--- src/verilog/avts_pkg.sv ---
/*
  constants shared by the time base and slot timer: register indices, field
  layout, reset values and timing counts.
  assumes a 200 MHz bus clock and a 25 MHz time-base tick derived from it.
*/
package avts_pkg;

  // ==========================================================================
  // timing
  localparam int CLK_PERIOD_NS = 5;
  localparam int TICK_PERIOD_NS = 40;
  localparam int TICK_DIV = TICK_PERIOD_NS / CLK_PERIOD_NS;
  localparam int SLOT_PERIOD_US = 125;
  localparam int MACRO_1MS_US = 1000;
  localparam int MACRO_2MS_US = 2000;
  localparam int MACRO_4MS_US = 4000;
  localparam int ROLL_NOM_INT = SLOT_PERIOD_US * 1000 / TICK_PERIOD_NS;
  localparam logic [11:0] ROLL_NOMINAL = 12'(ROLL_NOM_INT);
  localparam logic [11:0] ROLL_LONG = 12'(ROLL_NOM_INT + 1);
  localparam logic [11:0] ROLL_SHORT = 12'(ROLL_NOM_INT - 1);
  localparam logic [5:0] MACRO_SLOTS_1MS = 6'(MACRO_1MS_US / SLOT_PERIOD_US);
  localparam logic [5:0] MACRO_SLOTS_2MS = 6'(MACRO_2MS_US / SLOT_PERIOD_US);
  localparam logic [5:0] MACRO_SLOTS_4MS = 6'(MACRO_4MS_US / SLOT_PERIOD_US);

  // ==========================================================================
  // register indices, byte address is four times the index
  localparam logic [5:0] IDX_REPORT_CTRL = 6'h02;
  localparam logic [5:0] IDX_PRIO_MAP = 6'h03;
  localparam logic [5:0] IDX_MAX_LEN = 6'h04;
  localparam logic [5:0] IDX_TIME_COUNTER = 6'h10;
  localparam logic [5:0] IDX_STEP_ADJUST = 6'h14;
  localparam logic [5:0] IDX_SLOT_TICK = 6'h18;
  localparam logic [5:0] IDX_ROLL_ADJUST = 6'h1c;

  // ==========================================================================
  // field layout
  localparam int REPORT_EN_BIT = 0;
  localparam int CLASS_A_LSB = 0;
  localparam int CLASS_B_LSB = 3;
  localparam int PRIO_W = 3;
  localparam int MAX_LEN_LSB = 0;
  localparam int MAX_LEN_W = 12;
  localparam int STEP_LSB = 0;
  localparam int STEP_W = 6;
  localparam int STEP_PERIOD_LSB = 8;
  localparam int PERIOD_W = 4;
  localparam int SLOT_IDX_LSB = 0;
  localparam int SLOT_IDX_W = 5;
  localparam int TICK_CNT_LSB = 16;
  localparam int TICK_CNT_W = 12;
  localparam int ROLL_SEL_LSB = 0;
  localparam int SLOT_PERIOD_LSB = 8;
  localparam int MACRO_SEL_LSB = 16;
  localparam int SEL_W = 2;

  // ==========================================================================
  // reset values and selector codes
  localparam logic [2:0] CLASS_B_RST = 3'h4;
  localparam logic [2:0] CLASS_A_RST = 3'h5;
  localparam logic [11:0] MAX_LEN_RST = 12'h5ee;
  localparam logic [5:0] STEP_NOMINAL = 6'h28;
  localparam logic [1:0] ROLL_SEL_NOM = 2'h0;
  localparam logic [1:0] ROLL_SEL_LONG = 2'h1;
  localparam logic [1:0] ROLL_SEL_SHORT = 2'h2;
  localparam logic [1:0] MACRO_SEL_1MS = 2'h0;
  localparam logic [1:0] MACRO_SEL_2MS = 2'h1;
  localparam logic [1:0] MACRO_SEL_4MS = 2'h2;

endpackage : avts_pkg

--- src/verilog/avts_slot_timer.sv ---
/*
  time base, sub-slot and slot counters, priority-code queue mapping, frame
  length checks and timestamp report request, with an apb register slave.
  assumes frame-event inputs come from switch logic on pclk, so no synchroniser.
*/
// Implementation choice: the APB register port.
// How it works
// - report request per egress sync frame when enabled
// - class b code match sends to queue 4
// - class a code match sends to queue 5
// - ingress length check against maximum frame length
// - egress shaping gate uses same maximum length
// - 32-bit read-only time counter, resets to zero
// - sync frames stamped with time counter value
// - each tick adds step, nominal forty
// - adjusted step held for programmed tick count
// - sub-slot counter rolls, slot index advances
// - macro slot of 1, 2 or 4 ms
// - class 5 slot 125 us at nominal rollover, 40 ns longer or shorter under alternate rollover
// - alternate rollover held for programmed slot count
// - rollover select 3125, 3126 or 3124
`timescale 1ns/1ps
module avts_slot_timer (
  // clock and reset
  input wire logic pclk,
  input wire logic presetn,
  // apb slave
  input wire logic psel,
  input wire logic penable,
  input wire logic pwrite,
  input wire logic [7:0] paddr,
  input wire logic [31:0] pwdata,
  output logic [31:0] prdata,
  output logic pready,
  output logic pslverr,
  // ingress frame classification
  input wire logic ingress_frame_valid,
  input wire logic ingress_tagged,
  input wire logic [2:0] ingress_priority_code,
  input wire logic [13:0] ingress_frame_len,
  input wire logic ingress_sync_rx,
  output logic to_queue4,
  output logic to_queue5,
  output logic ingress_len_ok,
  output logic [31:0] ingress_timestamp,
  // egress side
  input wire logic egress_sync_tx,
  input wire logic [13:0] egress_frame_len,
  output logic egress_gate_open,
  output logic [31:0] egress_timestamp,
  output logic report_frame_req,
  // time base and slots
  output logic [31:0] time_base,
  output logic [4:0] slot_index,
  output logic slot_pulse,
  output logic macro_slot_pulse
);

  // ==========================================================================
  // tick enable
  logic tick_en;

  avts_tick_div avts_tick_div_inst (
    .pclk(pclk),
    .presetn(presetn),
    .tick_en(tick_en)
  );

  // ==========================================================================
  // apb decode
  logic [5:0] idx;
  logic setup;
  logic wr_go;
  logic hit;
  logic [31:0] rd_data;

  logic report_en_reg;
  logic [2:0] class_b_reg;
  logic [2:0] class_a_reg;
  logic [11:0] max_len_reg;
  logic [31:0] time_base_reg;
  logic [5:0] step_reg;
  logic [3:0] step_left_reg;
  logic [11:0] tick_cnt_reg;
  logic [4:0] slot_idx_reg;
  logic [1:0] roll_sel_reg;
  logic [3:0] slot_left_reg;
  logic [1:0] macro_sel_reg;

  assign idx = paddr[7:2];
  assign setup = psel && !penable;
  assign wr_go = psel && penable && pready && pwrite && hit;

  always_comb begin
    hit = 1'b1;
    rd_data = 32'h0;
    if (idx == avts_pkg::IDX_REPORT_CTRL) begin
      rd_data[avts_pkg::REPORT_EN_BIT] = report_en_reg;
    end else if (idx == avts_pkg::IDX_PRIO_MAP) begin
      rd_data[avts_pkg::CLASS_B_LSB +: avts_pkg::PRIO_W] = class_b_reg;
      rd_data[avts_pkg::CLASS_A_LSB +: avts_pkg::PRIO_W] = class_a_reg;
    end else if (idx == avts_pkg::IDX_MAX_LEN) begin
      rd_data[avts_pkg::MAX_LEN_LSB +: avts_pkg::MAX_LEN_W] = max_len_reg;
    end else if (idx == avts_pkg::IDX_TIME_COUNTER) begin
      rd_data = time_base_reg;
    end else if (idx == avts_pkg::IDX_STEP_ADJUST) begin
      rd_data[avts_pkg::STEP_LSB +: avts_pkg::STEP_W] = step_reg;
      rd_data[avts_pkg::STEP_PERIOD_LSB +: avts_pkg::PERIOD_W] = step_left_reg;
    end else if (idx == avts_pkg::IDX_SLOT_TICK) begin
      rd_data[avts_pkg::TICK_CNT_LSB +: avts_pkg::TICK_CNT_W] = tick_cnt_reg;
      rd_data[avts_pkg::SLOT_IDX_LSB +: avts_pkg::SLOT_IDX_W] = slot_idx_reg;
    end else if (idx == avts_pkg::IDX_ROLL_ADJUST) begin
      rd_data[avts_pkg::MACRO_SEL_LSB +: avts_pkg::SEL_W] = macro_sel_reg;
      rd_data[avts_pkg::SLOT_PERIOD_LSB +: avts_pkg::PERIOD_W] = slot_left_reg;
      rd_data[avts_pkg::ROLL_SEL_LSB +: avts_pkg::SEL_W] = roll_sel_reg;
    end else begin
      hit = 1'b0;
    end
  end

  // answer is prepared in the setup cycle so the access phase never waits
  always_ff @(posedge pclk or negedge presetn) begin
    if (!presetn) begin
      pready <= 1'b0;
      prdata <= 32'h0;
      pslverr <= 1'b0;
    end else begin
      pready <= setup;
      prdata <= (setup && !pwrite) ? rd_data : 32'h0;
      pslverr <= setup && !hit;
    end
  end

  // ==========================================================================
  // configuration registers
  always_ff @(posedge pclk or negedge presetn) begin
    if (!presetn) begin
      report_en_reg <= 1'b0;
      class_b_reg <= avts_pkg::CLASS_B_RST;
      class_a_reg <= avts_pkg::CLASS_A_RST;
      max_len_reg <= avts_pkg::MAX_LEN_RST;
    end else if (wr_go) begin
      if (idx == avts_pkg::IDX_REPORT_CTRL) begin
        report_en_reg <= pwdata[avts_pkg::REPORT_EN_BIT];
      end else if (idx == avts_pkg::IDX_PRIO_MAP) begin
        class_b_reg <= pwdata[avts_pkg::CLASS_B_LSB +: avts_pkg::PRIO_W];
        class_a_reg <= pwdata[avts_pkg::CLASS_A_LSB +: avts_pkg::PRIO_W];
      end else if (idx == avts_pkg::IDX_MAX_LEN) begin
        max_len_reg <= pwdata[avts_pkg::MAX_LEN_LSB +: avts_pkg::MAX_LEN_W];
      end
    end
  end

  // ==========================================================================
  // time base and step adjustment
  logic [5:0] eff_step;

  // a step other than nominal is applied only while ticks remain
  assign eff_step = (step_left_reg != 4'h0) ? step_reg : avts_pkg::STEP_NOMINAL;

  always_ff @(posedge pclk or negedge presetn) begin
    if (!presetn) begin
      time_base_reg <= 32'h0;
    end else if (tick_en) begin
      time_base_reg <= time_base_reg + {26'h0, eff_step};
    end
  end

  always_ff @(posedge pclk or negedge presetn) begin
    if (!presetn) begin
      step_reg <= avts_pkg::STEP_NOMINAL;
      step_left_reg <= 4'h0;
    end else if (wr_go && idx == avts_pkg::IDX_STEP_ADJUST) begin
      step_reg <= pwdata[avts_pkg::STEP_LSB +: avts_pkg::STEP_W];
      step_left_reg <= pwdata[avts_pkg::STEP_PERIOD_LSB +: avts_pkg::PERIOD_W];
    end else if (tick_en) begin
      if (step_left_reg > 4'h1) begin
        step_left_reg <= step_left_reg - 4'h1;
      end else begin
        step_left_reg <= 4'h0;
        step_reg <= avts_pkg::STEP_NOMINAL;
      end
    end
  end

  // ==========================================================================
  // sub-slot counter, slot index and rollover adjustment
  logic [11:0] roll_limit;
  logic roll_now;
  logic [4:0] slot_inc;
  logic [5:0] macro_len;

  always_comb begin
    roll_limit = avts_pkg::ROLL_NOMINAL;
    if (slot_left_reg != 4'h0) begin
      case (roll_sel_reg)
        avts_pkg::ROLL_SEL_LONG: roll_limit = avts_pkg::ROLL_LONG;
        avts_pkg::ROLL_SEL_SHORT: roll_limit = avts_pkg::ROLL_SHORT;
        default: roll_limit = avts_pkg::ROLL_NOMINAL; // reserved code runs nominal
      endcase
    end
  end

  assign roll_now = tick_en && (tick_cnt_reg >= roll_limit);
  assign slot_inc = slot_idx_reg + 5'h1;

  always_ff @(posedge pclk or negedge presetn) begin
    if (!presetn) begin
      tick_cnt_reg <= 12'h0;
      slot_idx_reg <= 5'h0;
    end else if (wr_go && idx == avts_pkg::IDX_SLOT_TICK) begin
      tick_cnt_reg <= pwdata[avts_pkg::TICK_CNT_LSB +: avts_pkg::TICK_CNT_W];
      slot_idx_reg <= pwdata[avts_pkg::SLOT_IDX_LSB +: avts_pkg::SLOT_IDX_W];
    end else if (roll_now) begin
      tick_cnt_reg <= 12'h1;
      slot_idx_reg <= slot_inc;
    end else if (tick_en) begin
      tick_cnt_reg <= tick_cnt_reg + 12'h1;
    end
  end

  always_ff @(posedge pclk or negedge presetn) begin
    if (!presetn) begin
      roll_sel_reg <= avts_pkg::ROLL_SEL_NOM;
      slot_left_reg <= 4'h0;
      macro_sel_reg <= avts_pkg::MACRO_SEL_1MS;
    end else if (wr_go && idx == avts_pkg::IDX_ROLL_ADJUST) begin
      roll_sel_reg <= pwdata[avts_pkg::ROLL_SEL_LSB +: avts_pkg::SEL_W];
      slot_left_reg <= pwdata[avts_pkg::SLOT_PERIOD_LSB +: avts_pkg::PERIOD_W];
      macro_sel_reg <= pwdata[avts_pkg::MACRO_SEL_LSB +: avts_pkg::SEL_W];
    end else if (roll_now) begin
      if (slot_left_reg > 4'h1) begin
        slot_left_reg <= slot_left_reg - 4'h1;
      end else begin
        slot_left_reg <= 4'h0;
        roll_sel_reg <= avts_pkg::ROLL_SEL_NOM;
      end
    end
  end

  // macro length in slots; the 5-bit slot index wraps every 4 ms
  always_comb begin
    case (macro_sel_reg)
      avts_pkg::MACRO_SEL_2MS: macro_len = avts_pkg::MACRO_SLOTS_2MS;
      avts_pkg::MACRO_SEL_4MS: macro_len = avts_pkg::MACRO_SLOTS_4MS;
      default: macro_len = avts_pkg::MACRO_SLOTS_1MS;
    endcase
  end

  always_ff @(posedge pclk or negedge presetn) begin
    if (!presetn) begin
      slot_pulse <= 1'b0;
      macro_slot_pulse <= 1'b0;
    end else begin
      slot_pulse <= roll_now;
      macro_slot_pulse <= roll_now && ((slot_inc & (macro_len[4:0] - 5'h1)) == 5'h0);
    end
  end

  // ==========================================================================
  // frame classification, length checks, timestamps and report request
  always_ff @(posedge pclk or negedge presetn) begin
    if (!presetn) begin
      to_queue4 <= 1'b0;
      to_queue5 <= 1'b0;
      ingress_len_ok <= 1'b0;
      egress_gate_open <= 1'b0;
    end else begin
      // class a wins if both codes are programmed alike
      to_queue5 <= ingress_frame_valid && ingress_tagged
        && ingress_priority_code == class_a_reg;
      to_queue4 <= ingress_frame_valid && ingress_tagged
        && ingress_priority_code == class_b_reg && ingress_priority_code != class_a_reg;
      ingress_len_ok <= ingress_frame_valid && ingress_frame_len <= {2'h0, max_len_reg};
      egress_gate_open <= egress_frame_len <= {2'h0, max_len_reg};
    end
  end

  always_ff @(posedge pclk or negedge presetn) begin
    if (!presetn) begin
      ingress_timestamp <= 32'h0;
      egress_timestamp <= 32'h0;
      report_frame_req <= 1'b0;
    end else begin
      if (ingress_sync_rx) begin
        ingress_timestamp <= time_base_reg;
      end
      if (egress_sync_tx) begin
        egress_timestamp <= time_base_reg;
      end
      report_frame_req <= egress_sync_tx && report_en_reg;
    end
  end

  always_ff @(posedge pclk or negedge presetn) begin
    if (!presetn) begin
      time_base <= 32'h0;
      slot_index <= 5'h0;
    end else begin
      time_base <= time_base_reg;
      slot_index <= slot_idx_reg;
    end
  end

  // ==========================================================================
  // checks
  a_report_on: assert property (@(posedge pclk) disable iff (!presetn)
    egress_sync_tx && report_en_reg |=> report_frame_req)
    else $error("report request missing");
  a_report_off: assert property (@(posedge pclk) disable iff (!presetn)
    report_frame_req |-> $past(egress_sync_tx) && $past(report_en_reg))
    else $error("report request without cause");
  a_queue4_map: assert property (@(posedge pclk) disable iff (!presetn)
    to_queue4 |-> $past(ingress_priority_code) == $past(class_b_reg))
    else $error("queue 4 code mismatch");
  a_queue5_map: assert property (@(posedge pclk) disable iff (!presetn)
    ingress_frame_valid && ingress_tagged && ingress_priority_code == class_a_reg |=> to_queue5)
    else $error("class a frame not sent to queue 5");
  a_ingress_len: assert property (@(posedge pclk) disable iff (!presetn)
    ingress_frame_valid && ingress_frame_len > {2'h0, max_len_reg} |=> !ingress_len_ok)
    else $error("oversize frame passed");
  a_egress_gate: assert property (@(posedge pclk) disable iff (!presetn)
    egress_gate_open |-> $past(egress_frame_len) <= {2'h0, $past(max_len_reg)})
    else $error("egress gate open for oversize frame");
  a_time_step: assert property (@(posedge pclk) disable iff (!presetn)
    tick_en |=> time_base_reg == $past(time_base_reg) + {26'h0, $past(eff_step)})
    else $error("time base did not advance by step");
  a_time_hold: assert property (@(posedge pclk) disable iff (!presetn)
    !tick_en |=> $stable(time_base_reg))
    else $error("time base moved without tick");
  a_egress_stamp: assert property (@(posedge pclk) disable iff (!presetn)
    egress_sync_tx |=> egress_timestamp == $past(time_base_reg))
    else $error("egress timestamp wrong");
  a_slot_roll: assert property (@(posedge pclk) disable iff (!presetn)
    roll_now && !wr_go |=> tick_cnt_reg == 12'h1 && slot_idx_reg == $past(slot_inc) && slot_pulse)
    else $error("slot rollover wrong");
  a_step_expire: assert property (@(posedge pclk) disable iff (!presetn)
    tick_en && step_left_reg == 4'h1 && !wr_go |=> step_reg == avts_pkg::STEP_NOMINAL)
    else $error("step did not return to nominal");

endmodule : avts_slot_timer

--- src/verilog/avts_tick_div.sv ---
/*
  divider that turns the 200 MHz bus clock into a one-cycle 25 MHz tick enable.
  assumes pclk and presetn are those of the slot timer.
*/
`timescale 1ns/1ps
module avts_tick_div (
  // clock and reset
  input wire logic pclk,
  input wire logic presetn,
  // tick enable, one cycle in every TICK_DIV
  output logic tick_en
);

  // ==========================================================================
  // divider
  logic [3:0] div_reg;

  always_ff @(posedge pclk or negedge presetn) begin
    if (!presetn) begin
      div_reg <= 4'h0;
      tick_en <= 1'b0;
    end else if (div_reg == 4'(avts_pkg::TICK_DIV - 1)) begin
      div_reg <= 4'h0;
      tick_en <= 1'b1;
    end else begin
      div_reg <= div_reg + 4'h1;
      tick_en <= 1'b0;
    end
  end

  a_tick_spacing: assert property (@(posedge pclk) disable iff (!presetn)
    tick_en |=> !tick_en [*7] ##1 tick_en)
    else $error("tick enable not spaced by eight cycles");

endmodule : avts_tick_div
--- config.mk ---
export PLATFORM = sky130hd
export DESIGN_NAME = avts_slot_timer
export DESIGN_NICKNAME = d
export VERILOG_FILES = /design/src/verilog/avts_pkg.sv /design/src/verilog/avts_slot_timer.sv /design/src/verilog/avts_tick_div.sv
export SDC_FILE = /design/constraint.sdc
export NUM_CORES = 1
export LEC_CHECK = 0
export ABC_AREA = 0
export BUFFER_PORTS_ARGS = -buffer_cell sky130_fd_sc_hd__buf_2
export CORE_ASPECT_RATIO = 0.9
export CORE_MARGIN = 2
export CORE_UTILIZATION = 45
export DETAILED_ROUTE_END_ITERATION = 12
export PLACE_DENSITY = 0.68
export SLEW_MARGIN = 20
export SYNTH_ARGS = -nofsm -noshare
export SYNTH_HDL_FRONTEND = slang
export SYNTH_SLANG_ARGS = --single-unit
export TNS_END_PERCENT = 5
--- constraint.sdc ---
create_clock -name pclk -period 3.45 [get_ports pclk]
set_clock_uncertainty 0.05 [all_clocks]
set_input_delay 0.345 -clock pclk [delete_from_list [all_inputs] [get_ports pclk]]
set_output_delay 0.345 -clock pclk [all_outputs]
set_load 0.02 [all_outputs]
; After elaboration in Yosys (flattened, before gate mapping)
; Cells that the tools add are included.
[word_totals]
ff_bits = 233
latchBits = 0
ramBits = 0
mem_bits_ro = 0
in_bits = 80
output_inout_bits = 142
elab_cells = 148
n_memories = 0
[classes]
add_sub_neg = 7
multipliers = 0
div = 0
n_lt_le_gt_ge = 5
eq_ne = 17
shifts = 0
mux = 55
n_bitwise = 3
n_reduce_logical = 33
[op_table]
columns = cell, count
row1 = two-way mux 12 bit, 6
row2 = two-way mux 4 bit, 13
row3 = two-way mux 6 bit, 6
row4 = adder 32 x 6 -> 32 bit, 1
row5 = two-way mux 32 bit, 1
row6 = two-way mux 31 bit, 1
row7 = <= comparator 14 x 12 -> 1 bit, 2
row8 = two-way mux 26 bit, 1
row9 = equality test 6 x 5 -> 1 bit (second input constant), 4
row10 = two-way mux 20 bit, 1
row11 = logical AND 1 bit, 18
row12 = two-way mux 2 bit, 9
row13 = two-way mux 5 bit, 3
row14 = adder 12 x 1 -> 12 bit (second input constant), 1
row15 = equality test 6 x 2 -> 1 bit (second input constant), 2
row16 = >= comparator 12 bit, 1
row17 = two-way mux 1 bit, 10
row18 = two-way mux 10 bit, 1
row19 = case mux 5 bit (2 select lines), 1
row20 = greater-than comparator 4 x 1 -> 1 bit (second input constant), 2
row21 = nonzero test 4 bit, 2
row22 = subtractor 4 x 1 -> 4 bit (second input constant), 2
row23 = equality test 3 bit, 2
row24 = equality test 6 x 3 -> 1 bit (second input constant), 1
row25 = other kinds (19), 29

; Logic depth before layout (Yosys ltp)
[logic_depth]
ltp_word = 12
depth_mapped = 12
depth_no_buf = 12

; Modules after synthesis
; From an unflattened synthesis, not the netlist that was laid out.
[unflattened]
hier_cells = 900
area_unflattened_um2 = 10488.8
[modules_own_cells]
columns = module, n_inst, cells_each, area_each_um2, seq_area_each_um2
row1 = avts_slot_timer, 1, 888, 10299.9, 5721.7
row2 = avts_tick_div, 1, 12, 188.9, 125.1

; Worst setup path before layout
; No wires, ideal clock.
[synth_timing]
kind = reg2reg
startpoint = register step_left_reg[0]
endpoint = register time_base_reg[20]
setup_ns = 0.126
t_arrival_ns = 2.580
required_ns = 3.274
setup_slack_ns = 0.694
stages_incl_launch_ff = 13
n_path_buf = 0
synth_period_minus_slack_ns = 2.756
cell_sequence = dfrtp_1 > inv_1 > ha_1 > nor3b_1 > nor2b_1 > ha_1 > inv_1 > fa_1 > nor2b_1 > o31a_1 > o311ai_2 > nor2_1 > xor2_1
[synth_via]
elab_chain_cells = 3
[synth_lines]
columns = item, line_no
row1 = "start, declared", avts_slot_timer.sv:83  ; logic [3:0] step_left_reg;
row2 = "start signal, assigned", avts_slot_timer.sv:175  ; step_left_reg <= pwdata[avts_pkg::STEP_PERIOD_LSB +: avts_pkg::PERIOD_W];
row3 = "start signal, assigned", avts_slot_timer.sv:178  ; step_left_reg <= step_left_reg - 4'h1;
row4 = nonzero test 4 bit, avts_slot_timer.sv:159  ; assign eff_step = (step_left_reg != 4'h0) ? step_reg : avts_pkg::STEP_NOMINAL;
row5 = two-way mux 6 bit, avts_slot_timer.sv:159
row6 = adder 32 x 6 -> 32 bit, avts_slot_timer.sv:165  ; time_base_reg <= time_base_reg + {26'h0, eff_step};
row7 = "end signal, assigned", avts_slot_timer.sv:165
row8 = "end, declared", avts_slot_timer.sv:81  ; logic [31:0] time_base_reg;
; Every way passes these cells.
; A chain may end at the register's enable or synchronous reset.

; Final worst setup path
[layout_timing]
startpoint = register step_left_reg[1]
endpoint = register time_base_reg[23]
; Same word-level chain as after synthesis.

==> summary.txt <==
1st-iter DRT viols: 517
Routed Antenna Nets: 0
Final setup viols: 0
DRC: 0
Clk_lat worst skew: 0.52 ns
Wire per inst: 18.4 µm
Synth warn: 0
Seq/Total Area, Yosys: 0.558
CTS tree: done
# rows: 52
Cell Int Power: 5.28 mW
Max Fanout on Critical Path: 13
Share of layout cells above drive strength 1: 0.347
Worst path required time: 3.81 ns
Ranking of synthesized cells by area: dfrtp_1 53%, mux2_2 9.2%, ha_1 5.0%
Fmax: 329 MHz
DR pass1 iterations: 6
Final non-filler cell area: 12900 µm²
Clock share of power: 0.391
Final Max Tran Viols: 0
Critical Path Start: step_left_reg[1]
Setup TNS: 0 ns
Number of synthesized flops with an enable pin: 0
Crit path capture type: flip-flop
Placer Congestion: 0.843
Total CTS buffers: 25
H-tree Lvls: 1
Critical path arrival: 3.41 ns
Initial antenna violation count: 1
Area leader, netlist: dfrtp_1
Area post-placement: 11900 µm²
Register bit count reported by yosys: 233
GR Util All Layers: 0.215
Total grt overflow: 0
Vias in the first global route: 7633
Synthesized area: 10500 µm²
Syn_nets: 1003
Max transition margin: 0.446
Final period util: 0.882
RSZ-0062 raised after global routing: no
Psw: 2.09 mW
Syn Area/Cell: 11.9 µm²
Power density over the cells: 572 nW/µm²
Die area: 24500 µm²
IO Count: 222
Clk sinks: 233
CORE AREA: 22600 µm²
RR Startpoint: step_left_reg[1]
Die Span X: 165 µm
Final Hold Fails: 0
Via count: 7560
Worst Tran Pin Value: 0.831 ns
Sequential Power Share: 0.437
Drt total wl: 26.2 mm
Post-synthesis instance total: 880
CTS Root Cell: clkbuf_16
Synth Flop Type: dfrtp_1
Clk slew on worst S/H paths: 0.06 ns
Comb power frac: 0.173
Status: finished clean
LEAKAGE: 6.35 nW
VDD IR max: 0.481 mV
FILL cells: 1930
Max reg flops: 64
HPWL Detailed: 18.5 mm
Critical path startpoint category: flip-flop
Die Span Y: 149 µm
Area delta synth->final: 23.0%
Vias per std cell: 5.32
Post-CTS Setup Inserts: 0
Switching share of power: 0.283
Post-layout min period: 3.04 ns
First-pass GRT wire length: 41.4 mm
Post-CTS sizing: 0
Final net count: 1229
Hold path start: pwdata[25]
Async SR Flop Fraction: 1.00
Hold Crit Class: in -> reg
CP Class: reg -> reg
Initial cell density of the core: 0.463
IO buf count: 211
Synth unique cells: 64
# Max-Cap Violations: 0
Area fraction of the dominant cell type after synthesis: 0.525
Largest net degree at the start of global routing: 97
Maximum buffer depth of the clock tree: 3
[cell usage in the layout (no fill, tap or decap), types with 5 or more instances in the layout]
master,count
or3_1,7
ha_1,42
a21oi_1,18
inv_1,31
a22oi_1,10
buf_4,11
nand2_1,65
and4_1,8
and2_1,12
nor2_1,42
o21ai_0,36
nor2_2,11
nor3_1,15
nand4_1,15
a21o_1,5
a211oi_1,5
dlygate4sd3_1,12
clkbuf_8,8
mux2_2,86
dfrtp_1,220
dfstp_2,13
nor2b_1,13
xnor2_1,29
mux2i_1,23
xor2_1,21
nand3_1,22
a31oi_1,5
clkbuf_16,25
clkinv_2,5
o31ai_1,12
and3_1,14
buf_2,210
o21a_1,5
[cells by family after synthesis]
family / share of synthesized area
buffers and inverters: 0.0287
AND/OR/NAND/NOR: 0.130
XOR/XNOR: 0.0418
flip-flops: 0.558
multiplexers: 0.114
adder cells (fa/ha/maj): 0.0521
AO/OA/AOI/OAI: 0.0748
[critical path, cell delays in order (launching register included)]
cell      delay [ns]
dfrtp_1         0.41
inv_1           0.09
ha_1            0.17
nor3b_1         0.30
nand2b_1        0.20
inv_1           0.06
ha_1            0.29
a211oi_1        0.30
o21bai_1        0.16
a221o_1         0.52
and3_1          0.27
xnor2_1         0.12
[synthesized netlist by cell type (all sizes together) (2+ instances only)]
cell and number:
nor3b 4, nor2 53, a211oi 5, or3 7, nand2b 4, dfrtp 220
nand3b 4, and2 13, a22oi 10, nand3 23, mux2i 23, o22ai 4
o2111ai 2, o31ai 12, xor2 21, nor4 5, a21oi 18, buf 23
a222oi 4, dfstp 13, a221oi 2, and3 14, clkbuf 14, a31oi 5
nor2b 14, a211o 2, a2111oi 2, or4 2, inv 32, and4 8
nor3 17, ha 42, or2 3, mux2 86, nand4 15, nand2 66
xnor2 29, o21a 5, a21o 5, o21ai 36
[stage by stage]
step | setup slack [ns] | total power [mW] | hold slack [ns] | cells | util
5_1_grt | 0.125 | 7.71 | 0.0161 | 1422 | 0.569
4_1_cts | 0.428 | 7.44 | 0.00387 | 1421 | 0.569
6_report | 0.407 | 7.37 | 0.0164 | 1422 | 0.569
3_5_place_dp | 0.448 | 4.51 | 0.384 | 1364 | 0.524
2_1_floorplan | 0.694 | 4.00 | -0.000591 | 880 | -
3_3_place_gp | 0.485 | 4.48 | 0.383 | 1364 | 0.524
[area by class of cell]
| class | instances | area, µm² | area share |
|---|---|---|---|
| sequential | 233 | 5850 | 0.454 |
| multi-input combinational | 577 | 4330 | 0.336 |
| timing repair buffer | 236 | 1310 | 0.102 |
| clock buffer | 34 | 739 | 0.0574 |
| tap | 297 | 372 | 0.0288 |
| clock inverter | 11 | 161 | 0.0125 |
| inverter | 33 | 124 | 0.00961 |
| antenna | 1 | 2.50 | 0.000194 |
[power by group through the flow]
stage | combinational, mW | sequential (mW) | clock [mW]
after detailed placement | 1.25 | 3.26 | 0
after floorplan | 0.660 | 3.34 | 0
after global routing | 1.40 | 3.25 | 3.06
after global placement | 1.23 | 3.25 | 0
final | 1.27 | 3.22 | 2.88
after CTS | 1.27 | 3.22 | 2.94
[worst paths after layout]
check	to	depth (start not counted)	slack, ns
max	time_base_reg[23]	11	0.41
min	tick_cnt_reg[9]	3	0.02
max reg2reg	time_base_reg[23]	11	0.41
min reg2reg	avts_tick_div_inst.div_reg[0]	1	0.43
max in group asynchronous	max_len_reg[6]	3	2.05
min in group asynchronous	pslverr	2	0.40
[what timing repair did]
item / CTS / global route
endpoints found under the setup margin: 0 / 0
hold endpoints to repair: 94 / 0
hold buffers: 12 / 0
[metal layers]
| metal | GRT usage | routed length, µm |
|---|---|---|
| met1 | 0.302 | 11900 |
| met2 | 0.341 | 12100 |
| met3 | 0.0420 | 1450 |
| met4 | 0.0652 | 779 |
| met5 | 0 | 0 |
Note: power is estimated with default switching activity, not from simulation.
